==> src/verilog/reset_power_pkg.sv <==
// Functional notes
// - Setting the module-reset bit resets the interpolation filter and the converter modules.
// - A module reset also resets the signal processor, which then clears its coefficient memory.
// - The module-reset bit clears itself and is only accepted while the system is in standby; the code also accepts it in powerdown.
// - Setting the register-reset bit returns every mode register to its initial value and then clears itself.
// - A register reset leaves memory contents alone but points the processor back at its program store.
// - The processor-reset bit resets to 1, holding the processor in reset; writing 0 lets it run.
// - While the standby-request bit is set the converter is forced into system standby.
// - A clock error puts the device into the same system standby.
// - Standby powers down most subsystems but keeps the charge pump and digital supply up.
// - While the powerdown-request bit is set the device is in powerdown, with the charge pump off too.
// - With both request bits set, powerdown wins over standby.
// - Restarting from powerdown takes longer than restarting from standby.
// - Bit 0 of the mute register requests a soft mute of the right channel.
package reset_power_pkg;

    // ==========================================================
    // Register map
    localparam logic [7:0] ADDR_RESET_CONTROL = 8'h01;
    localparam logic [7:0] ADDR_POWER_MODE_REQUEST = 8'h02;
    localparam logic [7:0] ADDR_CHANNEL_MUTE = 8'h03;

    // ==========================================================
    // Field positions
    localparam int MODULE_RESET_POS = 4;
    localparam int REGISTER_RESET_POS = 0;
    localparam int PROCESSOR_RESET_POS = 7;
    localparam int STANDBY_REQUEST_POS = 4;
    localparam int POWERDOWN_REQUEST_POS = 0;
    localparam int LEFT_MUTE_POS = 4;
    localparam int RIGHT_MUTE_POS = 0;

    // ==========================================================
    // Reset values
    localparam logic PROCESSOR_RESET_INIT = 1'b1;
    localparam logic REQUEST_INIT = 1'b0;
    localparam logic [7:0] READ_ZERO = 8'h00;

    // ==========================================================
    // Timing
    localparam int CLK_PERIOD_PS = 5000;
    localparam int MODULE_RESET_NS = 100;
    localparam int STANDBY_RESTART_NS = 1000;
    localparam int POWERDOWN_RESTART_NS = 10000;
    localparam int MODULE_RESET_CYCLES = (MODULE_RESET_NS * 1000 + CLK_PERIOD_PS - 1) / CLK_PERIOD_PS;
    localparam int STANDBY_RESTART_CYCLES = (STANDBY_RESTART_NS * 1000 + CLK_PERIOD_PS - 1) / CLK_PERIOD_PS;
    localparam int POWERDOWN_RESTART_CYCLES = (POWERDOWN_RESTART_NS * 1000 + CLK_PERIOD_PS - 1) / CLK_PERIOD_PS;
    localparam int COUNT_W = 12;

    // ==========================================================
    // Power modes
    typedef enum logic [1:0] {MODE_RUN, MODE_STANDBY, MODE_POWERDOWN, MODE_RESTART} power_mode_t;

endpackage
==> src/verilog/power_mode_if.sv <==
`timescale 1ns/1ps
interface power_mode_if;
    import reset_power_pkg::*;
    logic standby_request;
    logic powerdown_request;
    logic clock_error;
    power_mode_t mode;

    modport ctrl (output standby_request, output powerdown_request, output clock_error, input mode);
    modport seq (input standby_request, input powerdown_request, input clock_error, output mode);
endinterface

==> src/verilog/power_sequencer.sv <==
`timescale 1ns/1ps
module power_sequencer
#(
    // Restart lengths in clock cycles
    parameter int STANDBY_RESTART_LEN = reset_power_pkg::STANDBY_RESTART_CYCLES,
    parameter int POWERDOWN_RESTART_LEN = reset_power_pkg::POWERDOWN_RESTART_CYCLES
)
(
    // Clock and reset
    input wire logic mclk,
    input wire logic reset_n,
    // Mode requests and state
    power_mode_if.seq pm,
    // Power controls
    output logic subsys_power_en,
    output logic charge_pump_en
);
    import reset_power_pkg::*;

    typedef struct packed {
        power_mode_t mode;
        logic [COUNT_W-1:0] count;
        logic subsys;
        logic pump;
    } seq_state_t;

    seq_state_t s;
    seq_state_t next_s;

    // Powerdown must restart slower than standby, and both must fit the counter
    if (STANDBY_RESTART_LEN < 1 || POWERDOWN_RESTART_LEN >= (1 << COUNT_W)
        || POWERDOWN_RESTART_LEN <= STANDBY_RESTART_LEN)
    begin : g_bad_restart_len
        $error("power_sequencer: restart lengths do not fit");
    end

    // ==========================================================
    // Mode selection
    always_comb
    begin
        next_s = s;
        if (pm.powerdown_request)
        begin
            next_s.mode = MODE_POWERDOWN;
            next_s.count = COUNT_W'(POWERDOWN_RESTART_LEN);
        end
        else if (pm.standby_request || pm.clock_error)
        begin
            next_s.mode = MODE_STANDBY;
            // Powerdown's longer count is kept only on the first cycle in standby; a longer stay reloads the standby count
            if (s.mode != MODE_POWERDOWN)
                next_s.count = COUNT_W'(STANDBY_RESTART_LEN);
        end
        else
        begin
            case (s.mode)
                MODE_STANDBY, MODE_POWERDOWN:
                    next_s.mode = MODE_RESTART;
                MODE_RESTART:
                begin
                    if (s.count <= COUNT_W'(1))
                        next_s.mode = MODE_RUN;
                    next_s.count = s.count - COUNT_W'(1);
                end
                default:
                    next_s.mode = s.mode;
            endcase
        end
        next_s.subsys = (next_s.mode == MODE_RUN);
        next_s.pump = (next_s.mode != MODE_POWERDOWN);
    end

    always_ff @(posedge mclk or negedge reset_n)
    begin
        if (!reset_n)
            s <= '{mode: MODE_RESTART, count: COUNT_W'(STANDBY_RESTART_LEN), subsys: 1'b0, pump: 1'b1};
        else
            s <= next_s;
    end

    assign pm.mode = s.mode;
    assign subsys_power_en = s.subsys;
    assign charge_pump_en = s.pump;

endmodule // power_sequencer

==> src/verilog/reset_power_control.sv <==
`timescale 1ns/1ps
module reset_power_control
#(
    // Lengths in clock cycles
    parameter int MODULE_RESET_LEN = reset_power_pkg::MODULE_RESET_CYCLES,
    parameter int STANDBY_RESTART_LEN = reset_power_pkg::STANDBY_RESTART_CYCLES,
    parameter int POWERDOWN_RESTART_LEN = reset_power_pkg::POWERDOWN_RESTART_CYCLES
)
(
    // Clock and reset
    input wire logic mclk,
    input wire logic reset_n,
    // Control port register access
    input wire logic reg_write,
    input wire logic reg_read,
    input wire logic [7:0] reg_addr,
    input wire logic [7:0] reg_wdata,
    output logic [7:0] reg_rdata,
    // Status input
    input wire logic clock_error,
    // Reset outputs
    output logic module_reset,
    output logic processor_reset,
    output logic coef_clear_start,
    output logic exec_rom_select,
    // Power outputs
    output logic subsys_power_en,
    output logic charge_pump_en,
    output logic digital_supply_en,
    output logic in_standby,
    output logic in_powerdown,
    // Mute outputs
    output logic left_mute_request,
    output logic right_mute_request
);
    import reset_power_pkg::*;

    // ==========================================================
    // State
    typedef struct packed {
        logic module_reset_bit;
        logic register_reset_bit;
        logic [COUNT_W-1:0] mr_count;
        logic processor_reset_bit;
        logic standby_request_bit;
        logic powerdown_request_bit;
        logic left_mute_request_bit;
        logic right_mute_request_bit;
        logic coef_clear;
        logic rom_select;
        logic [7:0] rdata;
        logic standby_flag;
        logic powerdown_flag;
        logic supply_on;
    } ctrl_state_t;

    ctrl_state_t s;
    ctrl_state_t next_s;
    power_mode_if pm ();
    logic quiet;

    // ==========================================================
    // Elaboration checks
    if (MODULE_RESET_LEN < 1 || MODULE_RESET_LEN >= (1 << COUNT_W))
    begin : g_bad_module_reset_len
        $error("reset_power_control: module reset length does not fit");
    end

    // ==========================================================
    // Power sequencer
    power_sequencer
    #(
        .STANDBY_RESTART_LEN(STANDBY_RESTART_LEN),
        .POWERDOWN_RESTART_LEN(POWERDOWN_RESTART_LEN)
    )
    u_seq
    (
        .mclk(mclk),
        .reset_n(reset_n),
        .pm(pm),
        .subsys_power_en(subsys_power_en),
        .charge_pump_en(charge_pump_en)
    );

    assign pm.standby_request = s.standby_request_bit;
    assign pm.powerdown_request = s.powerdown_request_bit;
    assign pm.clock_error = clock_error;
    // Restart counts as not yet quiet, so a module reset cannot land mid power-up
    assign quiet = (pm.mode == MODE_STANDBY) || (pm.mode == MODE_POWERDOWN);

    // ==========================================================
    // Register and reset logic
    always_comb
    begin
        next_s = s;
        next_s.coef_clear = 1'b0;
        next_s.rom_select = 1'b0;
        next_s.supply_on = 1'b1;
        // Same priority as the sequencer, so the flags turn on the edge its mode does
        next_s.powerdown_flag = s.powerdown_request_bit;
        next_s.standby_flag = !s.powerdown_request_bit && (s.standby_request_bit || clock_error);
        if (s.register_reset_bit)
        begin
            next_s.processor_reset_bit = PROCESSOR_RESET_INIT;
            next_s.standby_request_bit = REQUEST_INIT;
            next_s.powerdown_request_bit = REQUEST_INIT;
            next_s.left_mute_request_bit = REQUEST_INIT;
            next_s.right_mute_request_bit = REQUEST_INIT;
            next_s.register_reset_bit = 1'b0;
            next_s.rom_select = 1'b1;
        end
        if (s.module_reset_bit)
        begin
            if (s.mr_count <= COUNT_W'(1))
                next_s.module_reset_bit = 1'b0;
            next_s.mr_count = s.mr_count - COUNT_W'(1);
        end
        if (reg_write)
        begin
            if (reg_addr == ADDR_RESET_CONTROL)
            begin
                // Only accepted in standby or powerdown; a running or restarting converter ignores it
                if (reg_wdata[MODULE_RESET_POS] && quiet && !s.module_reset_bit)
                begin
                    next_s.module_reset_bit = 1'b1;
                    next_s.mr_count = COUNT_W'(MODULE_RESET_LEN);
                    next_s.coef_clear = 1'b1;
                end
                if (reg_wdata[REGISTER_RESET_POS])
                    next_s.register_reset_bit = 1'b1;
            end
            else if (reg_addr == ADDR_POWER_MODE_REQUEST && !s.register_reset_bit)
            begin
                next_s.processor_reset_bit = reg_wdata[PROCESSOR_RESET_POS];
                next_s.standby_request_bit = reg_wdata[STANDBY_REQUEST_POS];
                next_s.powerdown_request_bit = reg_wdata[POWERDOWN_REQUEST_POS];
            end
            else if (reg_addr == ADDR_CHANNEL_MUTE && !s.register_reset_bit)
            begin
                next_s.left_mute_request_bit = reg_wdata[LEFT_MUTE_POS];
                next_s.right_mute_request_bit = reg_wdata[RIGHT_MUTE_POS];
            end
        end
        if (reg_read)
        begin
            next_s.rdata = READ_ZERO;
            if (reg_addr == ADDR_RESET_CONTROL)
            begin
                next_s.rdata[MODULE_RESET_POS] = s.module_reset_bit;
                next_s.rdata[REGISTER_RESET_POS] = s.register_reset_bit;
            end
            else if (reg_addr == ADDR_POWER_MODE_REQUEST)
            begin
                next_s.rdata[PROCESSOR_RESET_POS] = s.processor_reset_bit;
                next_s.rdata[STANDBY_REQUEST_POS] = s.standby_request_bit;
                next_s.rdata[POWERDOWN_REQUEST_POS] = s.powerdown_request_bit;
            end
            else if (reg_addr == ADDR_CHANNEL_MUTE)
            begin
                next_s.rdata[LEFT_MUTE_POS] = s.left_mute_request_bit;
                next_s.rdata[RIGHT_MUTE_POS] = s.right_mute_request_bit;
            end
        end
    end

    always_ff @(posedge mclk or negedge reset_n)
    begin
        if (!reset_n)
        begin
            s <= '0;
            s.processor_reset_bit <= PROCESSOR_RESET_INIT;
        end
        else
            s <= next_s;
    end

    // ==========================================================
    // Outputs
    assign reg_rdata = s.rdata;
    assign module_reset = s.module_reset_bit;
    // Follows its own bit only; a module reset reaches the processor through module_reset
    assign processor_reset = s.processor_reset_bit;
    assign coef_clear_start = s.coef_clear;
    assign exec_rom_select = s.rom_select;
    assign digital_supply_en = s.supply_on;
    assign in_standby = s.standby_flag;
    assign in_powerdown = s.powerdown_flag;
    assign left_mute_request = s.left_mute_request_bit;
    assign right_mute_request = s.right_mute_request_bit;

endmodule // reset_power_control

==> config.mk <==
export PLATFORM = sky130hd
export DESIGN_NAME = reset_power_control
export DESIGN_NICKNAME = d
export VERILOG_FILES = /design/src/verilog/reset_power_pkg.sv /design/src/verilog/power_mode_if.sv /design/src/verilog/power_sequencer.sv /design/src/verilog/reset_power_control.sv
export SDC_FILE = /design/constraint.sdc
export NUM_CORES = 1
export LEC_CHECK = 0
export BUFFER_PORTS_ARGS = -buffer_cell sky130_fd_sc_hd__buf_2
export CAP_MARGIN = 20
export CORE_MARGIN = 1
export CORE_UTILIZATION = 45
export CTS_CLUSTER_SIZE = 30
export DETAILED_ROUTE_END_ITERATION = 12
export GPL_TIMING_DRIVEN = 0
export PLACE_DENSITY = 0.66
export SETUP_SLACK_MARGIN = 0.1
export SYNTH_ARGS = -nofsm -noshare
export SYNTH_HDL_FRONTEND = slang
export SYNTH_SLANG_ARGS = --single-unit
export TNS_END_PERCENT = 20
==> constraint.sdc <==
create_clock -name mclk -period 2.05 [get_ports mclk]
set_input_delay 0 -clock mclk [delete_from_list [all_inputs] [get_ports mclk]]
set_output_delay 0 -clock mclk [all_outputs]
set_load 0.01 [all_outputs]
* Word-level counts from Yosys, hierarchy flattened
Index checks and enable logic that the tools add are counted.
** Storage, ports and cells
- Bits in registers :: 43
- Input bits :: 21
- Output and inout port bits :: 19
- Logic and storage cells :: 75
** Operators by class
- Add/subtract/negate cells :: 2
- $lt $le $gt $ge :: 2
- Eq/ne operators :: 9
- Mux-type cells :: 30
- Reduce and logical (&&, ||, !) cells :: 14
** Operators by type and width (number)
- $mux W12 :: 4
- $mux W14 :: 3
- $le A12 B1 Y1 const B :: 2
- $sub A12 B1 Y12 const B :: 2
- $mux W20 :: 1
- $eq A8 B2 Y1 const B :: 2
- $mux W1 :: 15
- $mux W5 :: 2
- $eq A8 B1 Y1 const B :: 1
- $mux W2 :: 3
- $logic_and A1 B1 Y1 :: 5
- $eq A2 B2 Y1 const B :: 2
- $ne A2 B2 Y1 const B :: 2
- $pmux W2 S2 :: 1
- $logic_not A1 Y1 :: 3
- $mux W3 :: 1
- $ne A3 B2 Y1 const B :: 1
- $reduce_bool A3 Y1 :: 1
- $eq A2 B1 Y1 const B :: 1
- $logic_not A2 Y1 :: 1
- $logic_or A1 B1 Y1 :: 2
- $reduce_and A2 Y1 :: 1
- $reduce_or A2 Y1 :: 1

* Longest topological paths before layout
Gate-level depths: netlist (run 1).
- Depth in word-level cells :: 7
- Gate-level depth with buffers :: 6
- Gate-level depth less buffers :: 6

* By module
Synthesis (run 1) repeated with hierarchy kept, for this count alone.
** Second synthesis, totals
- Cell total of the unflattened synthesis :: 228
- Area total of the unflattened synthesis :: 2344.7 um^2
** Modules (own cells, without submodules)
- reset_power_control :: times used 1, cells each 124, area an instance 1365.1 um^2, sequential area each 676.9 um^2
- power_sequencer :: times used 1, cells each 104, area an instance 979.7 um^2, sequential area each 407.9 um^2

* Worst setup path before layout (run 1)
No wires, ideal clock.
- Path type :: reg-to-reg
- From :: reg u_seq.s, in the netlist u_seq.pm.mode[1]
- To :: reg u_seq.s[7] (netlist name)
- Library setup time :: 0.082 ns
- Arrival :: 1.796 ns
- Data required time :: 1.968 ns
- Path slack :: 0.172 ns
- Cell stages (with the launch flop) :: 6
- Buffers on the path :: 1
- Clock period less this slack :: 1.878 ns
- Path through :: dfstp_2 > ha_1 > buf_2 > or3b_1 > or4_1 > a31oi_1
** On the way
- Longest elaborated chain between the ends :: 3
- Elaborated cells on any way between the ends :: 5
- Classes of those cells :: eq/ne (3); reduce/logical (2)
** Ends and longest elaborated chain
- start, declared :: line power_sequencer.sv:27 : seq_state_t s;
- start signal, assigned :: line power_sequencer.sv:76 : s <= '{mode: MODE_RESTART, count: COUNT_W'(STANDBY_RESTART_LEN), subsys: 1'b0, pump: 1'b1};
- start signal, assigned :: line power_sequencer.sv:78 : s <= next_s;
- $ne A2 B2 Y1 or $eq A2 B2 Y1 (tied branches) :: line power_sequencer.sv:51, power_sequencer.sv:56
- $ne A3 B2 Y1 (no line) or $reduce_bool A3 Y1 (tied branches)
- $reduce_and A2 Y1 (no line) (*)
Every way passes the cells marked *; elsewhere a longest branch is shown, timed or not.
A chain may end at the register's enable or synchronous reset.

* Worst setup path after layout (run 1)
Ends and elaborated chain as after synthesis.

==> summary.md, run 1 <==
| Metric | Value |
|---|---|
| Routability congestion estimate from global placement | `0.859` |
| Combined flip-flop and latch cell area | `1080 µm²` |
| Count of different cell masters after synthesis | `58` |
| WP data arrival | `2.12 ns` |
| Overall fraction of global-route tracks in use | `0.186` |
| Number of synthesized register bits | `43` |
| Cell depth of the worst min-delay path | `3` |
| Cell types occupying the most area after synthesis | `sky130_fd_sc_hd__dfrtp_1 39%, sky130_fd_sc_hd__dfstp_2 7.9%, sky130_fd_sc_hd__nor2_1 4.8%` |
| Classification of the worst-slack hold path | `input port to flop` |
| Number of vias per cell after detailed routing | `5.14` |
| Pwr dens | `643 nW/µm²` |
| Top achievable clock speed | `527 MHz` |
| Count of buffers inserted at the top-level ports | `29` |
| Clock tree root buffer cell | `sky130_fd_sc_hd__clkbuf_8` |
| Maximum number of buffers from clock root to sink | `2` |
| Final number of hold-violating endpoints | `0` |
| Worst-path fanout max | `8` |
| Clock-pin transition on the worst setup and hold timing paths | `0.08 ns` |
| Static Leakage | `1.18 nW` |
| Post-DR wirelength/cell | `13.0 µm` |
| Die extent in x | `73.9 µm` |
| Transition time of the tightest slew-check pin | `0.930 ns` |
| Total count of max-transition violations in the final report | `0` |
| Total inserted antenna cells | `0` |
| Peak supply drop | `444 µV` |
| Largest area contributor in the synthesized netlist | `sky130_fd_sc_hd__dfrtp_1` |
| Post-synthesis to final-layout area growth | `18.9%` |
| Area of the multi-input gates | `1130 µm²` |
| Worst slew margin | `0.380` |
| Synthesis warning total | `0` |
| DR DRC count | `0` |
| Number of global-route vias before repair | `1738` |
| Run status | `complete, no violations` |
| Final number of setup-violating endpoints | `0` |
| Post-synth top area share | `0.387` |
| Endpoint of the worst-slack reg-to-reg timing path | `u_seq.s[7]` |
| First-iteration detailed-routing DRC count | `64` |
| FF-to-FF path depth | `5` |
| CTS Buf Count | `5` |
| Largest net degree at the start of global routing | `44` |
| Post-synthesis sequential area ratio | `0.466` |
| Fin Setup TNS | `0 ns` |
| Cell with the most instances after synthesis | `sky130_fd_sc_hd__dfrtp_1` |
| Worst reg-to-reg setup slack | `0.15 ns` |
| Required time of the critical path | `2.27 ns` |
| Final ANT Viol Nets | `0` |
| Share of the clock period used by the worst path | `0.926` |
| Post-route minimum period | `1.90 ns` |
| Mapped Avg Cell Area | `9.82 µm²` |
| Hold Path End | `reg_rdata[0]` |
| Number of enable-type register cells in the synthesized netlist | `0` |
| Fill cell instance count of the final layout | `439` |
| Via Count | `1816` |
| Net count of the finished layout | `313` |
| TritonCTS clock tree | `yes` |
| Std-Cell Rows | `25` |
| Number of ports placed on the die boundary | `40` |
| Dominant register cell in the synthesized netlist | `sky130_fd_sc_hd__dfrtp_1` |
| Synth top cells by count | `36 x sky130_fd_sc_hd__dfrtp_1, 30 x sky130_fd_sc_hd__nor2_1, 15 x sky130_fd_sc_hd__inv_1, 15 x sky130_fd_sc_hd__nand2_1, 9 x sky130_fd_sc_hd__nand3_1` |
| Effective utilization at floorplan | `0.480` |
| Count of max-cap constraint violations | `0` |
| Post-DP HPWL | `3160 µm` |
| Worst hold slack | `0.0887 ns` |
| Setup repair after global routing missed its margin | `true` |
| Clk sinks | `43` |
| Reg2reg start | `u_seq.pm.mode[1]` |
| Number of antenna violations at the first check in global routing | `0` |
| GRT Residual Overflow | `0` |
| Routed Wire Length | `4580 µm` |
| Number of iterations in the first detailed-routing pass | `4` |
| Final setup skew | `0.00921 ns` |
| Worst-Skew Late Latency | `0.30 ns` |
| Post-Syn Instances | `237` |
| Die H | `73.9 µm` |
| Critical setup path kind | `flop to flop` |
| Share of synthesized flip-flops with an asynchronous set or reset | `1.00` |
| Netlist area before placement | `2330 µm²` |
| Total die area | `5460 µm²` |
| Nature of the critical path endpoint | `flop` |
| Startpoint of the lowest-slack hold path | `reg_addr[0]` |
| First-pass GRT wire length | `7820 µm` |
| Total core area | `4850 µm²` |
| CTS H-tree depth | `2` |
| Fraction of layout instances using a drive strength above 1 | `0.252` |
| Kind of launch point of the worst setup path | `flop` |
[power breakdown]
part	internal (mW)	leakage (nW)	switching, mW	total [mW]
logic	0.138	0.649	0.171	0.309
registers	0.904	0.487	0.0481	0.952
clock network	0.238	0.0412	0.280	0.518
[critical path, stage by stage (launching register included)]
cell and delay (ns):
sky130_fd_sc_hd__dfstp_2 0.59, sky130_fd_sc_hd__ha_4 0.14, sky130_fd_sc_hd__buf_6 0.12, sky130_fd_sc_hd__or3b_4 0.38, sky130_fd_sc_hd__or4_1 0.47, sky130_fd_sc_hd__a31oi_1 0.14
[timing repair]
action	in CTS	in global routing
setup endpoints to repair	1	13
hold buffers	6	0
resized for setup	5	4
hold endpoints to repair	45	0
pin swaps	1	2
setup buffers	2	0
[cell families (layout without fill, tap and decap cells)]
kind of cell / Yosys count / after routing / synth area share
other: 2 / 6 / 0.00323
multiplexers: 8 / 8 / 0.0360
flip-flops: 43 / 43 / 0.466
AO/OA/AOI/OAI: 36 / 36 / 0.110
buffers and inverters: 30 / 75 / 0.0672
AND/OR/NAND/NOR: 98 / 98 / 0.231
XOR/XNOR: 13 / 13 / 0.0489
adder cells (fa/ha/maj): 7 / 7 / 0.0376
[worst max-delay path by stage]
| stage | startpoint | endpoint |
|---|---|---|
| 6_report | u_seq.pm.mode[1] | u_seq.s[7] |
| 3_3_place_gp | u_seq.pm.mode[1] | u_seq.s[7] |
| 5_1_grt | u_seq.pm.mode[1] | u_seq.s[7] |
| 4_1_cts | u_seq.pm.mode[1] | u_seq.s[7] |
| 3_5_place_dp | u_seq.pm.mode[1] | u_seq.s[7] |
| 2_1_floorplan | u_seq.pm.mode[1] | u_seq.s[7] |
[sequential cells by signal, indices dropped and copies added (netlist names)]
| register | flops |
|---|---|
| u_seq.subsys_power_en | 1 |
| processor_reset | 1 |
| pm.powerdown_request | 1 |
| s | 13 |
| u_seq.s | 12 |
| module_reset | 1 |
| exec_rom_select | 1 |
| right_mute_request | 1 |
| in_powerdown | 1 |
| left_mute_request | 1 |
| u_seq.pm.mode | 2 |
| reg_rdata | 3 |
| pm.standby_request | 1 |
| u_seq.charge_pump_en | 1 |
| digital_supply_en | 1 |
| coef_clear_start | 1 |
| in_standby | 1 |
[stage by stage]
stage | total power, mW | setup WS (ns) | area, µm² | utilization | std cells
after floorplan | 1.16 | 0.172 | 2340 | - | 241
after detailed placement | 1.26 | 0.0418 | 2570 | 0.530 | 337
after global routing | 1.90 | 0.0893 | 2770 | 0.571 | 353
final | 1.78 | 0.152 | 2770 | 0.571 | 353
after global placement | 1.25 | 0.0523 | 2570 | 0.530 | 337
after CTS | 1.80 | 0.101 | 2750 | 0.568 | 353
[layout make-up]
type / count / share of cell area
plain buffers: 15 / 0.0393
clock buffers: 6 / 0.0262
clock inverters: 2 / 0.00452
inverters: 15 / 0.0203
multi-input cells: 168 / 0.408
flip-flops and latches: 43 / 0.392
well taps: 67 / 0.0303
repair buffers: 37 / 0.0796
[layout by cell type, fill, tap and decap left out, drive strengths merged, types with 7 or more instances in the layout]
master and instances:
nor2 32, dfstp 7, nand3 9, ha 7, dfrtp 36, clkbuf 11, nor3 7, xor2 8
inv 15, nand4 7, buf 41, nand2 15
[per-layer routing]
metal,track usage,share of wire,up-vias
met5,0,0,-
met4,0.0641,0.014,0
met2,0.302,0.48,29
met1,0.252,0.48,870
li1,-,-,910
met3,0.0329,0.025,7
(Power assumes the default switching activity.)
==> run 2, diff against run 1 <==
- PLACE_DENSITY: 0.66 -> 0.69
- SLEW_MARGIN: unset -> 20
- clock period: 2.05 -> 1.65 ns (I/O delays scaled with it)
==> run 2 against run 1 <==
Compared with the run above: the flow now finishes with violations (negative setup slack); sequential share of layout area fell by 2.8 points; count of clock-buffer cells in the layout is the same; power rose by 40%; critical endpoint unchanged; largest power group unchanged.
==> summary.md, run 2 (synthesis results as in run 1) <==
| Metric | Value |
|---|---|
| Count of max-cap constraint violations | `0 (unchanged)` |
| Run status | `finished, violations left` |
| Final ANT Viol Nets | `0 (unchanged)` |
| Total count of max-transition violations in the final report | `0 (unchanged)` |
| Number of iterations in the first detailed-routing pass | `4 (unchanged)` |
| Clock-pin transition on the worst setup and hold timing paths | `0.08 ns (about the same)` |
| Number of antenna violations at the first check in global routing | `0 (unchanged)` |
| First-pass GRT wire length | `8450 µm (+8.0%)` |
| Worst-path fanout max | `3 (-5)` |
| Routed Wire Length | `5020 µm (+9.6%)` |
| Pwr dens | `834 nW/µm² (+30%)` |
| Routability congestion estimate from global placement | `0.747 (-13%)` |
| Final Cell Area | `2990 µm² (+8.0%)` |
| Die extent in x | `73.9 µm (unchanged)` |
| Required time of the critical path | `1.86 ns (-0.41 ns)` |
| Largest net degree at the start of global routing | `44 (unchanged)` |
| Maximum number of buffers from clock root to sink | `2 (unchanged)` |
| Effective utilization at floorplan | `0.480 (unchanged)` |
| Final setup skew | `0.00708 ns (-0.00213 ns)` |
| WP data arrival | `2.02 ns (-0.10 ns)` |
| Static Leakage | `1.26 nW (+6.9%)` |
| DR DRC count | `0 (unchanged)` |
| Setup repair after global routing missed its margin | `true` |
| Post-route minimum period | `1.81 ns (-0.0873 ns)` |
| Peak supply drop | `482 µV (+8.6%)` |
| Worst slew margin | `0.382 (+0.00212)` |
| Commonest non-fill, non-tap cells in the layout | `34 x sky130_fd_sc_hd__dfrtp_1, 30 x sky130_fd_sc_hd__buf_2, 29 x sky130_fd_sc_hd__nor2_1` |
| Final worst setup slack | `-0.160 ns (-0.313 ns)` |
| Die H | `73.9 µm (unchanged)` |
| Number of vias per cell after detailed routing | `5.33 (+3.7%)` |
| Share of the clock period used by the worst path | `1.10 (+0.171)` |
| Final cell count without fillers | `361 (+2.3%)` |
| CP max stage cell | `sky130_fd_sc_hd__dfstp_2` |
| Number of ports placed on the die boundary | `40 (unchanged)` |
| Most common cell after layout, fill and taps aside | `sky130_fd_sc_hd__dfrtp_1` |
| Dpl cell area | `2600 µm² (+1.2%)` |
| Fraction of layout instances using a drive strength above 1 | `0.330 (+0.0782)` |
| Largest register by flop count | `s` |
| Max stage delay on crit path | `0.57 ns (-0.02 ns)` |
| CTS Buf Count | `5 (unchanged)` |
| Nature of the critical path endpoint | `flop` |
| Std-Cell Rows | `25 (unchanged)` |
| Classification of the worst-slack hold path | `input port to flop` |
| Clock tree root buffer cell | `sky130_fd_sc_hd__clkbuf_8` |
| GRT Residual Overflow | `0 (unchanged)` |
| Flip-flop count of the largest register after layout | `13 (unchanged)` |
| Number of global-route vias before repair | `1784 (+2.6%)` |
| Post-synthesis to final-layout area growth | `28.5%` |
| Worst-Skew Late Latency | `0.29 ns (about the same)` |
| Post-DR wirelength/cell | `13.9 µm (+7.2%)` |
| Worst reg-to-reg setup slack | `-0.16 ns (-0.31 ns)` |
| Critical setup path kind | `flop to flop` |
| Kind of launch point of the worst setup path | `flop` |
| CTS H-tree depth | `2 (unchanged)` |
| Worst hold slack | `0.0889 ns (+0.000251 ns)` |
| First-iteration detailed-routing DRC count | `61 (-4.7%)` |
| Via Count | `1925 (+6.0%)` |
| Total inserted antenna cells | `0 (unchanged)` |
| Count of buffers inserted at the top-level ports | `29 (unchanged)` |
| Violated checks | `negative setup slack` |
| Top achievable clock speed | `552 MHz (+4.8%)` |
| Total die area | `5460 µm² (unchanged)` |
| Transition time of the tightest slew-check pin | `0.926 ns (-0.00319 ns)` |
| Final number of setup-violating endpoints | `22 (+22)` |
| Cells along the critical path | `ha_4 -> buf_6 -> or3b_4 -> or4_1 -> a31oi_1` |
| Worst setup slack after placement | `-0.253 ns (-0.295 ns)` |
| Overall fraction of global-route tracks in use | `0.203 (+0.0169)` |
| TritonCTS clock tree | `yes` |
| Net count of the finished layout | `321 (+2.6%)` |
| Clk sinks | `43 (unchanged)` |
| Post-DP HPWL | `3090 µm (-1.9%)` |
| Total core area | `4850 µm² (unchanged)` |
| Final number of hold-violating endpoints | `0 (unchanged)` |
| Number of cells after detailed placement | `337 (unchanged)` |
-- run 2: final cells by class --
| type | count | area (µm²) |
|---|---|---|
| Clock buffer | 6 | 82.6 |
| Tap cell | 67 | 83.8 |
| Fill cell | 411 | 1860 |
| Inverter | 15 | 58.8 |
| Clock inverter | 2 | 35.0 |
| Buffer | 15 | 110 |
| Multi-Input combinational cell | 168 | 1250 |
| Timing Repair Buffer | 45 | 284 |
| Sequential cell | 43 | 1090 |
-- run 2: worst paths after layout --
check,cells after the start,from,to
max reg2reg,5,u_seq.pm.mode[0],u_seq.s[7]
max,5,u_seq.pm.mode[0],u_seq.s[7]
min reg2reg,0,pm.powerdown_request,in_powerdown
min,3,reg_addr[0],reg_rdata[0]
min in group asynchronous,2,reset_n,s[24]
max in group asynchronous,2,reset_n,u_seq.s[3]
-- run 2: critical path: cells and delay by family, from the launching register on --
kind                     cells  cell delay [ns]
AND/OR/NAND/NOR              2             0.79
AO/OA/AOI/OAI                1             0.14
buffers and inverters        1             0.09
adder cells (fa/ha/maj)      1             0.13
flip-flops                   1             0.57
-- run 2: report_power, final --
group	internal [mW]	switching [mW]	total, mW
Sequential	1.12	0.0648	1.19
Combinational	0.208	0.244	0.452
Clock	0.490	0.364	0.854
Total	1.82	0.673	2.49
-- run 2: layer usage --
| layer | wire length (µm) | up-vias | share of wire | track usage |
|---|---|---|---|---|
| li1 | - | 926 | - | - |
| met1 | 2380 | 932 | 0.47 | 0.289 |
| met2 | 2340 | 60 | 0.47 | 0.303 |
| met3 | 231 | 7 | 0.046 | 0.0453 |
| met4 | 73 | 0 | 0.015 | 0.0748 |
| met5 | 0 | - | 0 | 0 |
-- run 2: through the flow --
step / setup TNS [ns] / power, mW / utilization
CTS: -2.25 / 2.48 / 0.599
global placement: -2.21 / 1.56 / 0.537
detailed placement: -2.39 / 1.57 / 0.537
global route: -3.51 / 2.64 / 0.617
floorplan: -0.221 / 1.45 / -
finish: -2.00 / 2.49 / 0.617
-- run 2: repair_timing --
item | 4_1_cts | 5_1_grt
hold endpoints to repair | 45 | 0
pin swaps | 22 | 10
gates resized for setup | 15 | 15
setup endpoints to repair | 27 | 28
setup buffers | 8 | 1
cloned | 1 | 0
hold buffers | 6 | 0
